===== config.mk =====
export PLATFORM = sky130hd
export DESIGN_NAME = gpio_ports_f_g_h
export DESIGN_NICKNAME = d
export VERILOG_FILES = /design/src/hw/gpio_fgh_pkg.sv /design/src/hw/gpio_ports_f_g_h.sv
export SDC_FILE = /design/constraint.sdc
export NUM_CORES = 1
export LEC_CHECK = 0
export ABC_AREA = 1
export BUFFER_PORTS_ARGS = -buffer_cell sky130_fd_sc_hd__clkbuf_2
export CAP_MARGIN = 20
export CORE_MARGIN = 3
export CORE_UTILIZATION = 40
export CTS_BUF_LIST = sky130_fd_sc_hd__clkbuf_8
export CTS_CLUSTER_SIZE = 8
export DETAILED_ROUTE_END_ITERATION = 10
export PLACE_DENSITY = 0.72
export SLEW_MARGIN = 10
export SYNTH_ARGS = -nofsm -noshare
export SYNTH_HDL_FRONTEND = slang
export SYNTH_SLANG_ARGS = --single-unit

===== constraint.sdc =====
create_clock -name MCLK -period 1.6 [get_ports MCLK]
set_input_delay 0 -clock MCLK [delete_from_list [all_inputs] [get_ports MCLK]]
set_output_delay 0 -clock MCLK [all_outputs]
set_load 0.005 [all_outputs]

===== src/hw/gpio_fgh_pkg.sv =====
// Package of constants and carrier types for the three-port GPIO block.
// Assumes an APB slave with 32-bit data; registers take one aligned word.
//
// Functional notes
// - Eight-pin port has one data latch per pin; reset leaves latches alone.
// - Direction bit 1 enables the pin's output buffer; 0 makes it input.
// - Reset clears all direction bits of all three ports.
// - Eight-pin data read gives latch for outputs, pin level for inputs.
// - Data latch writes with byte strobe 0 set always land; input pins read back unchanged.
// - Timer-owned pins ignore direction for drive, not for read select.
// - Six pins go to timer or GPIO by the timer edge/level select field.
// - Pull-up enable bit 1 connects the pin pull-up, 0 disconnects it.
// - Pull-up applies only while the pin's direction bit is 0, even if the timer drives it.
// - Three-pin port has three latch and direction bits, same read rule.
// - Keyboard enable bits 2..0 make three-pin port pins interrupt inputs.
// - Two-pin port has two latch and direction bits, same read rule.
// - Keyboard enable bits 4..3 make two-pin port pins interrupt inputs.

package gpio_fgh_pkg;

  // ****************************************************************
  // Register indices, widths and reset values
  // ****************************************************************
  localparam logic [7:0] F_LATCH_IDX   = 8'h09;
  localparam logic [7:0] G_LATCH_IDX   = 8'h0A;
  localparam logic [7:0] H_LATCH_IDX   = 8'h0B;
  localparam logic [7:0] F_DIR_IDX     = 8'h0C;
  localparam logic [7:0] G_DIR_IDX     = 8'h0D;
  localparam logic [7:0] H_DIR_IDX     = 8'h0E;
  localparam logic [7:0] F_PULLUP_IDX  = 8'h0F;
  localparam int         ADDR_W        = 12;
  localparam int         F_W           = 8;
  localparam int         G_W           = 3;
  localparam int         H_W           = 2;
  localparam int         TIMER_PINS    = 6;
  localparam int         KBD_W         = 5;
  localparam logic [7:0] DIR_RESET     = 8'h00;
  localparam logic [7:0] PULLUP_RESET  = 8'h00;
  localparam logic [1:0] ELS_GPIO      = 2'h0;
  localparam int         KBD_G_LSB     = 0;
  localparam int         KBD_H_LSB     = 3;

  // ****************************************************************
  // Carrier types
  // ****************************************************************
  typedef struct packed {
    logic [F_W-1:0] f;
    logic [G_W-1:0] g;
    logic [H_W-1:0] h;
  } pins_s;

endpackage


===== src/hw/gpio_ports_f_g_h.sv =====
// GPIO logic for an eight-pin, a three-pin and a two-pin port.
// Assumes APB master with 32-bit data and pins synchronous to MCLK.
`timescale 1ns/10ps
`default_nettype none

module gpio_ports_f_g_h
(
  // Clock and reset
  input  wire logic                                 MCLK,
  input  wire logic                                 SYS_RST,
  // APB slave
  input  wire logic                                 PSEL,
  input  wire logic                                 PENABLE,
  input  wire logic                                 PWRITE,
  input  wire logic [gpio_fgh_pkg::ADDR_W-1:0]      PADDR,
  input  wire logic [31:0]                          PWDATA,
  input  wire logic [3:0]                           PSTRB,
  output logic      [31:0]                          PRDATA,
  output logic                                      PREADY,
  output logic                                      PSLVERR,
  // Pins
  input  wire gpio_fgh_pkg::pins_s                  PIN_IN,
  output gpio_fgh_pkg::pins_s                       PIN_OUT,
  output gpio_fgh_pkg::pins_s                       PIN_OE,
  output logic      [gpio_fgh_pkg::F_W-1:0]         F_PULLUP_ON,
  // Timer channels on eight-pin port bits 5..0
  input  wire logic [2*gpio_fgh_pkg::TIMER_PINS-1:0] TIMER_ELS,
  input  wire logic [gpio_fgh_pkg::TIMER_PINS-1:0]  TIMER_OUT,
  input  wire logic [gpio_fgh_pkg::TIMER_PINS-1:0]  TIMER_OE,
  output logic      [gpio_fgh_pkg::TIMER_PINS-1:0]  TIMER_IN,
  // Keyboard interrupt module
  input  wire logic [gpio_fgh_pkg::KBD_W-1:0]       KBD_ENABLE,
  output logic      [gpio_fgh_pkg::KBD_W-1:0]       KBD_PIN_LEVEL
);

  localparam int FW = gpio_fgh_pkg::F_W;
  localparam int GW = gpio_fgh_pkg::G_W;
  localparam int HW = gpio_fgh_pkg::H_W;
  localparam int TP = gpio_fgh_pkg::TIMER_PINS;
  localparam int ADDR_W_TOP = gpio_fgh_pkg::ADDR_W - 1;

  // ****************************************************************
  // Storage
  // ****************************************************************
  logic [FW-1:0]       f_latch_q;
  logic [GW-1:0]       g_latch_q;
  logic [HW-1:0]       h_latch_q;
  logic [FW-1:0]       f_dir_q;
  logic [GW-1:0]       g_dir_q;
  logic [HW-1:0]       h_dir_q;
  logic [FW-1:0]       f_pullup_q;
  gpio_fgh_pkg::pins_s pin_q;
  logic [TP-1:0]       timer_own;
  logic                wr_en;
  logic                rd_en;
  logic                hit;
  logic [7:0]          reg_idx;
  logic [31:0]         rd_d;

  // ****************************************************************
  // Bus decode
  // ****************************************************************
  // Word index is the byte address over four; the low two bits are ignored.
  assign reg_idx = PADDR[9:2];
  assign wr_en   = PSEL && !PENABLE && PWRITE && hit && PSTRB[0];
  assign rd_en   = PSEL && !PENABLE && !PWRITE;

  always_comb
  begin
    hit = 1'b1;
    case (reg_idx)
      gpio_fgh_pkg::F_LATCH_IDX,
      gpio_fgh_pkg::G_LATCH_IDX,
      gpio_fgh_pkg::H_LATCH_IDX,
      gpio_fgh_pkg::F_DIR_IDX,
      gpio_fgh_pkg::G_DIR_IDX,
      gpio_fgh_pkg::H_DIR_IDX,
      gpio_fgh_pkg::F_PULLUP_IDX: hit = (PADDR[ADDR_W_TOP:10] == '0);
      default:                    hit = 1'b0;
    endcase
  end

  // ****************************************************************
  // Pin sampling
  // ****************************************************************
  // One register stage on the pins; inputs are taken as synchronous.
  always_ff @(posedge MCLK)
  begin
    pin_q <= PIN_IN;
  end

  // ****************************************************************
  // Data latches
  // ****************************************************************
  // No reset here: the latches keep their contents through reset, and
  // any write with PSTRB[0] set lands whatever the direction.
  always_ff @(posedge MCLK)
  begin
    if (wr_en && reg_idx == gpio_fgh_pkg::F_LATCH_IDX)
      f_latch_q <= PWDATA[FW-1:0];
    if (wr_en && reg_idx == gpio_fgh_pkg::G_LATCH_IDX)
      g_latch_q <= PWDATA[GW-1:0];
    if (wr_en && reg_idx == gpio_fgh_pkg::H_LATCH_IDX)
      h_latch_q <= PWDATA[HW-1:0];
  end

  // ****************************************************************
  // Direction registers
  // ****************************************************************
  always_ff @(posedge MCLK)
  begin
    if (SYS_RST)
    begin
      f_dir_q <= gpio_fgh_pkg::DIR_RESET[FW-1:0];
      g_dir_q <= gpio_fgh_pkg::DIR_RESET[GW-1:0];
      h_dir_q <= gpio_fgh_pkg::DIR_RESET[HW-1:0];
    end
    else
    begin
      if (wr_en && reg_idx == gpio_fgh_pkg::F_DIR_IDX)
        f_dir_q <= PWDATA[FW-1:0];
      if (wr_en && reg_idx == gpio_fgh_pkg::G_DIR_IDX)
        g_dir_q <= PWDATA[GW-1:0];
      if (wr_en && reg_idx == gpio_fgh_pkg::H_DIR_IDX)
        h_dir_q <= PWDATA[HW-1:0];
    end
  end

  // ****************************************************************
  // Pull-up enables
  // ****************************************************************
  always_ff @(posedge MCLK)
  begin
    if (SYS_RST)
      f_pullup_q <= gpio_fgh_pkg::PULLUP_RESET[FW-1:0];
    else if (wr_en && reg_idx == gpio_fgh_pkg::F_PULLUP_IDX)
      f_pullup_q <= PWDATA[FW-1:0];
  end

  // ****************************************************************
  // Pin drive
  // ****************************************************************
  // A channel owns its pin whenever its edge/level field is not zero.
  genvar t;
  generate
    for (t = 0; t < TP; t++)
    begin : g_own
      assign timer_own[t] =
        (TIMER_ELS[2*t+1:2*t] != gpio_fgh_pkg::ELS_GPIO);
    end
  endgenerate

  always_ff @(posedge MCLK)
  begin
    if (SYS_RST)
    begin
      PIN_OE  <= '0;
      PIN_OUT <= '0;
    end
    else
    begin
      for (int i = 0; i < FW; i++)
      begin
        if (i < TP && timer_own[i])
        begin
          PIN_OE.f[i]  <= TIMER_OE[i];
          PIN_OUT.f[i] <= TIMER_OUT[i];
        end
        else
        begin
          PIN_OE.f[i]  <= f_dir_q[i];
          PIN_OUT.f[i] <= f_latch_q[i];
        end
      end
      PIN_OE.g  <= g_dir_q;
      PIN_OUT.g <= g_latch_q;
      PIN_OE.h  <= h_dir_q;
      PIN_OUT.h <= h_latch_q;
    end
  end

  // Pull-up is cut while the direction bit is 1; a timer-driven pin with direction 0 keeps it.
  always_ff @(posedge MCLK)
  begin
    if (SYS_RST)
      F_PULLUP_ON <= '0;
    else
      F_PULLUP_ON <= f_pullup_q & ~f_dir_q;
  end

  // ****************************************************************
  // Peripheral input paths
  // ****************************************************************
  always_ff @(posedge MCLK)
  begin
    if (SYS_RST)
    begin
      TIMER_IN      <= '0;
      KBD_PIN_LEVEL <= '0;
    end
    else
    begin
      TIMER_IN <= pin_q.f[TP-1:0] & timer_own;
      // Keyboard inputs see the level only where their enable is set.
      KBD_PIN_LEVEL[GW-1:0] <=
        pin_q.g & KBD_ENABLE[gpio_fgh_pkg::KBD_G_LSB +: GW];
      KBD_PIN_LEVEL[gpio_fgh_pkg::KBD_W-1:GW] <=
        pin_q.h & KBD_ENABLE[gpio_fgh_pkg::KBD_H_LSB +: HW];
    end
  end

  // ****************************************************************
  // Read path
  // ****************************************************************
  always_comb
  begin
    rd_d = 32'h0000_0000;
    case (reg_idx)
      gpio_fgh_pkg::F_LATCH_IDX:
        rd_d[FW-1:0] = (f_dir_q & f_latch_q) | (~f_dir_q & pin_q.f);
      gpio_fgh_pkg::G_LATCH_IDX:
        rd_d[GW-1:0] = (g_dir_q & g_latch_q) | (~g_dir_q & pin_q.g);
      gpio_fgh_pkg::H_LATCH_IDX:
        rd_d[HW-1:0] = (h_dir_q & h_latch_q) | (~h_dir_q & pin_q.h);
      gpio_fgh_pkg::F_DIR_IDX:    rd_d[FW-1:0] = f_dir_q;
      gpio_fgh_pkg::G_DIR_IDX:    rd_d[GW-1:0] = g_dir_q;
      gpio_fgh_pkg::H_DIR_IDX:    rd_d[HW-1:0] = h_dir_q;
      gpio_fgh_pkg::F_PULLUP_IDX: rd_d[FW-1:0] = f_pullup_q;
      default:                    rd_d = 32'h0000_0000;
    endcase
    if (!hit)
      rd_d = 32'h0000_0000;
  end

  // Answer registered in the setup cycle, so every access has no wait.
  always_ff @(posedge MCLK)
  begin
    if (SYS_RST)
    begin
      PREADY  <= 1'b0;
      PSLVERR <= 1'b0;
      PRDATA  <= 32'h0000_0000;
    end
    else
    begin
      PREADY  <= PSEL && !PENABLE;
      PSLVERR <= PSEL && !PENABLE && !hit;
      if (rd_en)
        PRDATA <= rd_d;
    end
  end

endmodule

`default_nettype wire


# [Yosys cells after proc, flatten, opt, wreduce, memory -nomap -nowiden]
# Cells that the tools add are included.
[classes] mul=0 n_mux=17 n_eq_ne=7 shifts=0 reduce_logical=24 n_bitwise=16 addsub=0 n_div=0 magnitude_cmp=0
[ops] operator="8-bit by 4-bit equality test with 1-bit output (second input constant)" count=7
[ops] operator="8-bit AND" count=3
[ops] operator="5-bit one-hot mux with 3 select lines" count=1
[ops] operator="2-bit one-hot mux with 7 select lines" count=1
[ops] operator="1-bit logical AND" count=13
[ops] operator="1-bit 2-to-1 mux" count=13
[ops] operator="2-bit nonzero test" count=6
[ops] operator="3-bit AND" count=3
[ops] operator="8-bit 2-to-1 mux" count=1
[ops] operator="8-bit NOT" count=1
[ops] operator="8-bit OR" count=1
[ops] operator="7-bit OR reduction" count=1
[ops] operator="2-bit AND" count=3
[ops] operator="6-bit AND" count=1
[ops] operator="1-bit one-hot mux with 5 select lines" count=1
[ops] operator="1-bit zero test" count=3
[ops] operator="3-bit NOT" count=1
[ops] operator="3-bit OR" count=1
[ops] operator="2-bit zero test" count=1
[ops] operator="2-bit NOT" count=1
[ops] operator="2-bit OR" count=1
[totals] rom_bits=0 latch_bits=0 ff_bits=126 inputBits=95 wordCells=86 n_memories=0 mem_bits_rw=0

# [Depth between registers and ports, before layout]
[logic_depth] ltp_word=6 depth_mapped=12 depth_no_buf=12

# [Worst setup path after synthesis]
# Ideal clock, no wire load.
[synth_timing] kind="input -> register" startpoint="input port PADDR[9] (netlist name)" endpoint="register f_latch_q[0], enable pin" setup_slack_ns=-0.130 arrival_time_ns=1.360 t_required_ns=1.230 setup_time_ns=0.370 stages=9 path_buffers=0 cell_sequence="nor2_1 > nand2_4 > inv_2 > o211ai_1 > nand3_4 > nand2_1 > inv_2 > nand2_1 > nor2_1"
[synth_via] elab_chain_len=6 word_cells_on_any_way=12 cone_classes="eq/ne (7); mux (1); reduce/logical (4)"
[synth_lines] item="start: declaration" line_no="gpio_ports_f_g_h.sv:15" source="input wire logic [gpio_fgh_pkg::ADDR_W-1:0] PADDR,"
[synth_lines] item="8-bit by 4-bit equality test with 1-bit output, on equally long branches" line_no="gpio_ports_f_g_h.sv:71, gpio_ports_f_g_h.sv:99"
[synth_lines] item="7-bit OR reduction" line_no="gpio_ports_f_g_h.sv:71" source="case (reg_idx)"
[synth_lines] item="1-bit 2-to-1 mux" line_no="gpio_ports_f_g_h.sv:71"
[synth_lines] item="1-bit logical AND (2 in series)" line_no="gpio_ports_f_g_h.sv:65" source="assign wr_en = PSEL && !PENABLE && PWRITE && hit && PSTRB[0];"
[synth_lines] item="1-bit logical AND *" line_no="gpio_ports_f_g_h.sv:99" source="if (wr_en && reg_idx == gpio_fgh_pkg::F_LATCH_IDX)"
[synth_lines] item="end signal: assignment" line_no="gpio_ports_f_g_h.sv:100" source="f_latch_q <= PWDATA[FW-1:0];"
[synth_lines] item="end: declaration" line_no="gpio_ports_f_g_h.sv:45" source="logic [FW-1:0] f_latch_q;"
# Every way passes the cells marked *; elsewhere a longest branch is shown, timed or not.
# A chain may end at the register's enable or synchronous reset.

# [Final worst setup path]
[layout_timing] startpoint="input port TIMER_ELS[8] (netlist name)" endpoint="register PIN_OUT[9] (netlist name)"
[layout_via] elab_chain_len=2
[layout_lines] item="start: declaration" line_no="gpio_ports_f_g_h.sv:27" source="input wire logic [2*gpio_fgh_pkg::TIMER_PINS-1:0] TIMER_ELS,"
[layout_lines] item="2-bit nonzero test" line_no="gpio_ports_f_g_h.sv:149" source="(TIMER_ELS[2*t+1:2*t] != gpio_fgh_pkg::ELS_GPIO);"
[layout_lines] item="1-bit 2-to-1 mux" line_no="gpio_ports_f_g_h.sv:164" source="if (i < TP && timer_own[i])"
[layout_lines] item="end: declaration" line_no="gpio_ports_f_g_h.sv:23" source="output gpio_fgh_pkg::pins_s PIN_OUT,"
# No other way between the ends.

==> impl_metrics.yaml <==
floorplan:
  rows: 35
  initial_core_util: 0.422
  core_area_um2: 9500
  dieArea_um2: 11300
  dieWidth_um: 106
  die_h_um: 106
  io-pin-count: 174
worst_setup_path:
  crit_required_ns: 1.91
  cp-end-kind: "flop"
  cp_max_fo: 4
  cp.arrival_ns: 1.71
  startpoint_type: "input port"
  critPathKind: "input port to flop"
placed_design:
  portBuffers: 120
  dpl-instance-area_um2: 4750
  dp_hpwl_mm: 7.23
  pre_cts_slack_ns: -0.0113
  gp_congestion: 0.831
timing:
  timing.final.ws_setup_ns: 0.197
  post-route-min-period_ns: 1.40
  rsz0062_at_grt: "false"
  finClkSkew_ns: 0.0106
  hold_ws_ns: 0.0293
  maxSlewViolCount: 0
  fin_crit_sh: 0.877
  tns_ns: 0
  fmaxAchievable_mhz: 713
  hold_viol: 0
  setup_viol: 0
yosys:
  synth_top_area_share: 0.445
  syn_inst: 505
  synth_most_common_cell: "nand2_1"
  synth.ff_latch_count: 102
  async_flop_share: 0
  synthTopCellsByCount: "117 x nand2_1, 106 x nor2_1, 89 x dfxtp_1"
  synth.area.top_cells: "dfxtp_1 44%, nand2_1 11%, nor2_1 9.9%"
  yosysSeqAreaShare: 0.542
  syn_avg_cell_area_um2: 7.94
  ys.flop_type: "dfxtp_1"
  ys_types: 25
  syn-cell-area_um2: 4010
  yosysTopAreaCell: "dfxtp_1"
  synth-edff-count: 13
  yosysWarningCount: 0
layout:
  nets: 802
  stdcell_area_um2: 5560
  drive_gt1_frac: 0.236
  area_growth_pct: 38.8
  num_antenna_cells: 0
  fin_util: 0.585
route:
  wl_per_cell_um: 12.7
  initialDrtViolationCount: 236
  viasPerCell: 4.46
  drt-total-wl_mm: 10.7
  vias: 3747
  drc_errors: 0
  drt.antenna.violating_nets: 0
  detail_route.first_pass.iterations: 4
clock_network:
  cts_root_buffer: "clkbuf_8"
  cts_sinks: 102
  cts_tree: "built"
  path_clk_slew_ns: 0.10
  insertion_delay_ns: 0.36
  cts-buffers-inserted: 9
  cts.htree.levels: 3
  cts_buffer_depth: 2
hold_path:
  hold_path.class: "input port to flop"
run_status:
  run_status: "completed"
global_route:
  antenna_found_initial: 0
  grt_util_all_layers: 0.195
  grt_max_degree: 35
  grt_pass1_wl_mm: 17.6
  overflow: 0
  grt_pass1_vias: 3778
pwr:
  power.density_nw_per_um2: 826
  ir_drop_mv: 0.525
  p_leak_nw: 2.84
job:
  max_cap_violations: 0
-- layout make-up --
| class | instances | area, µm² |
|---|---|---|
| Fill cell | 882 | 3940 |
| Sequential cell | 102 | 2170 |
| Multi-Input combinational cell | 339 | 1480 |
| Timing Repair Buffer | 202 | 1370 |
| Inverter | 53 | 199 |
| Tap cell | 129 | 161 |
| Clock buffer | 9 | 124 |
| Clock inverter | 7 | 57.6 |
-- registers in the layout (all words and copies together) (netlist names), 2 cells and up --
signal	cells
PIN_OE	13
PIN_OUT	13
pin_q	13
F_PULLUP_ON	8
PRDATA	8
f_dir_q	8
f_latch_q	8
f_pullup_q	8
TIMER_IN	6
KBD_PIN_LEVEL	5
g_dir_q	3
g_latch_q	3
h_dir_q	2
h_latch_q	2
-- power by group --
part           switching (mW)  internal [mW]  total (mW)
logic                   0.208          0.226       0.434
clock network           0.910          0.588        1.50
registers              0.0183           2.65        2.66
total                    1.14           3.46        4.59
-- through the flow --
stage | total power, mW | instances
2_1_floorplan | 2.90 | 528
3_3_place_gp | 3.02 | 762
3_5_place_dp | 3.03 | 762
4_1_cts | 4.64 | 841
5_1_grt | 4.79 | 841
6_report | 4.59 | 841
-- worst paths after layout --
| kind | depth (start not counted) | slack (ns) | startpoint | endpoint |
|---|---|---|---|---|
| max | 6 | 0.20 | TIMER_ELS[8] | PIN_OUT[9] |
| min | 3 | 0.03 | TIMER_ELS[9] | TIMER_IN[4] |
| max reg2reg | 10 | 0.24 | g_dir_q[2] | PRDATA[2] |
| min reg2reg | 2 | 0.43 | pin_q[4] | KBD_PIN_LEVEL[2] |
-- critical path: stages --
cell and delay, ns:
dlygate4sd3_1 0.57, clkbuf_2 0.12, nor2_1 0.22, o21ai_0 0.12
dlygate4sd3_1 0.60, nor2_1 0.09
-- kinds of logic after synthesis --
family          count (synthesis)  share of synthesized area
simple gates                  277                      0.295
flops                         102                      0.542
compound gates                 38                     0.0500
other cells                     1                   0.000936
buf+inv                        87                      0.112
-- layout by cell type (no fill, tap or decap), types with 9 or more instances in the layout --
cell / synthesis / final
a21oi_1: 10 / 10
clkbuf_2: 0 / 120
dfxtp_1: 89 / 89
nor2_1: 106 / 105
nor3_1: 22 / 22
dlygate4sd3_1: 0 / 63
conb_1: 1 / 24
buf_4: 24 / 19
o21ai_0: 23 / 23
inv_1: 50 / 51
edfxtp_1: 13 / 13
clkbuf_8: 1 / 9
nand2_1: 117 / 117
nand3_1: 20 / 20
-- repair_timing --
action | CTS | global route
setup buffers | 0 | 0
endpoints found under the hold margin | 67 | 0
gates resized for setup | 0 | 0
hold buffers | 63 | 0
-- per-layer routing --
metal / share of wire / vias up / track usage
met1: 0.43 / 1672 / 0.240
met3: 0.060 / 18 / 0.0395
met4: 0.019 / 0 / 0.0703
li1: - / 1935 / -
met2: 0.49 / 122 / 0.337
met5: 0 / - / 0
No activity file was read; power rests on OpenSTA's default activity.
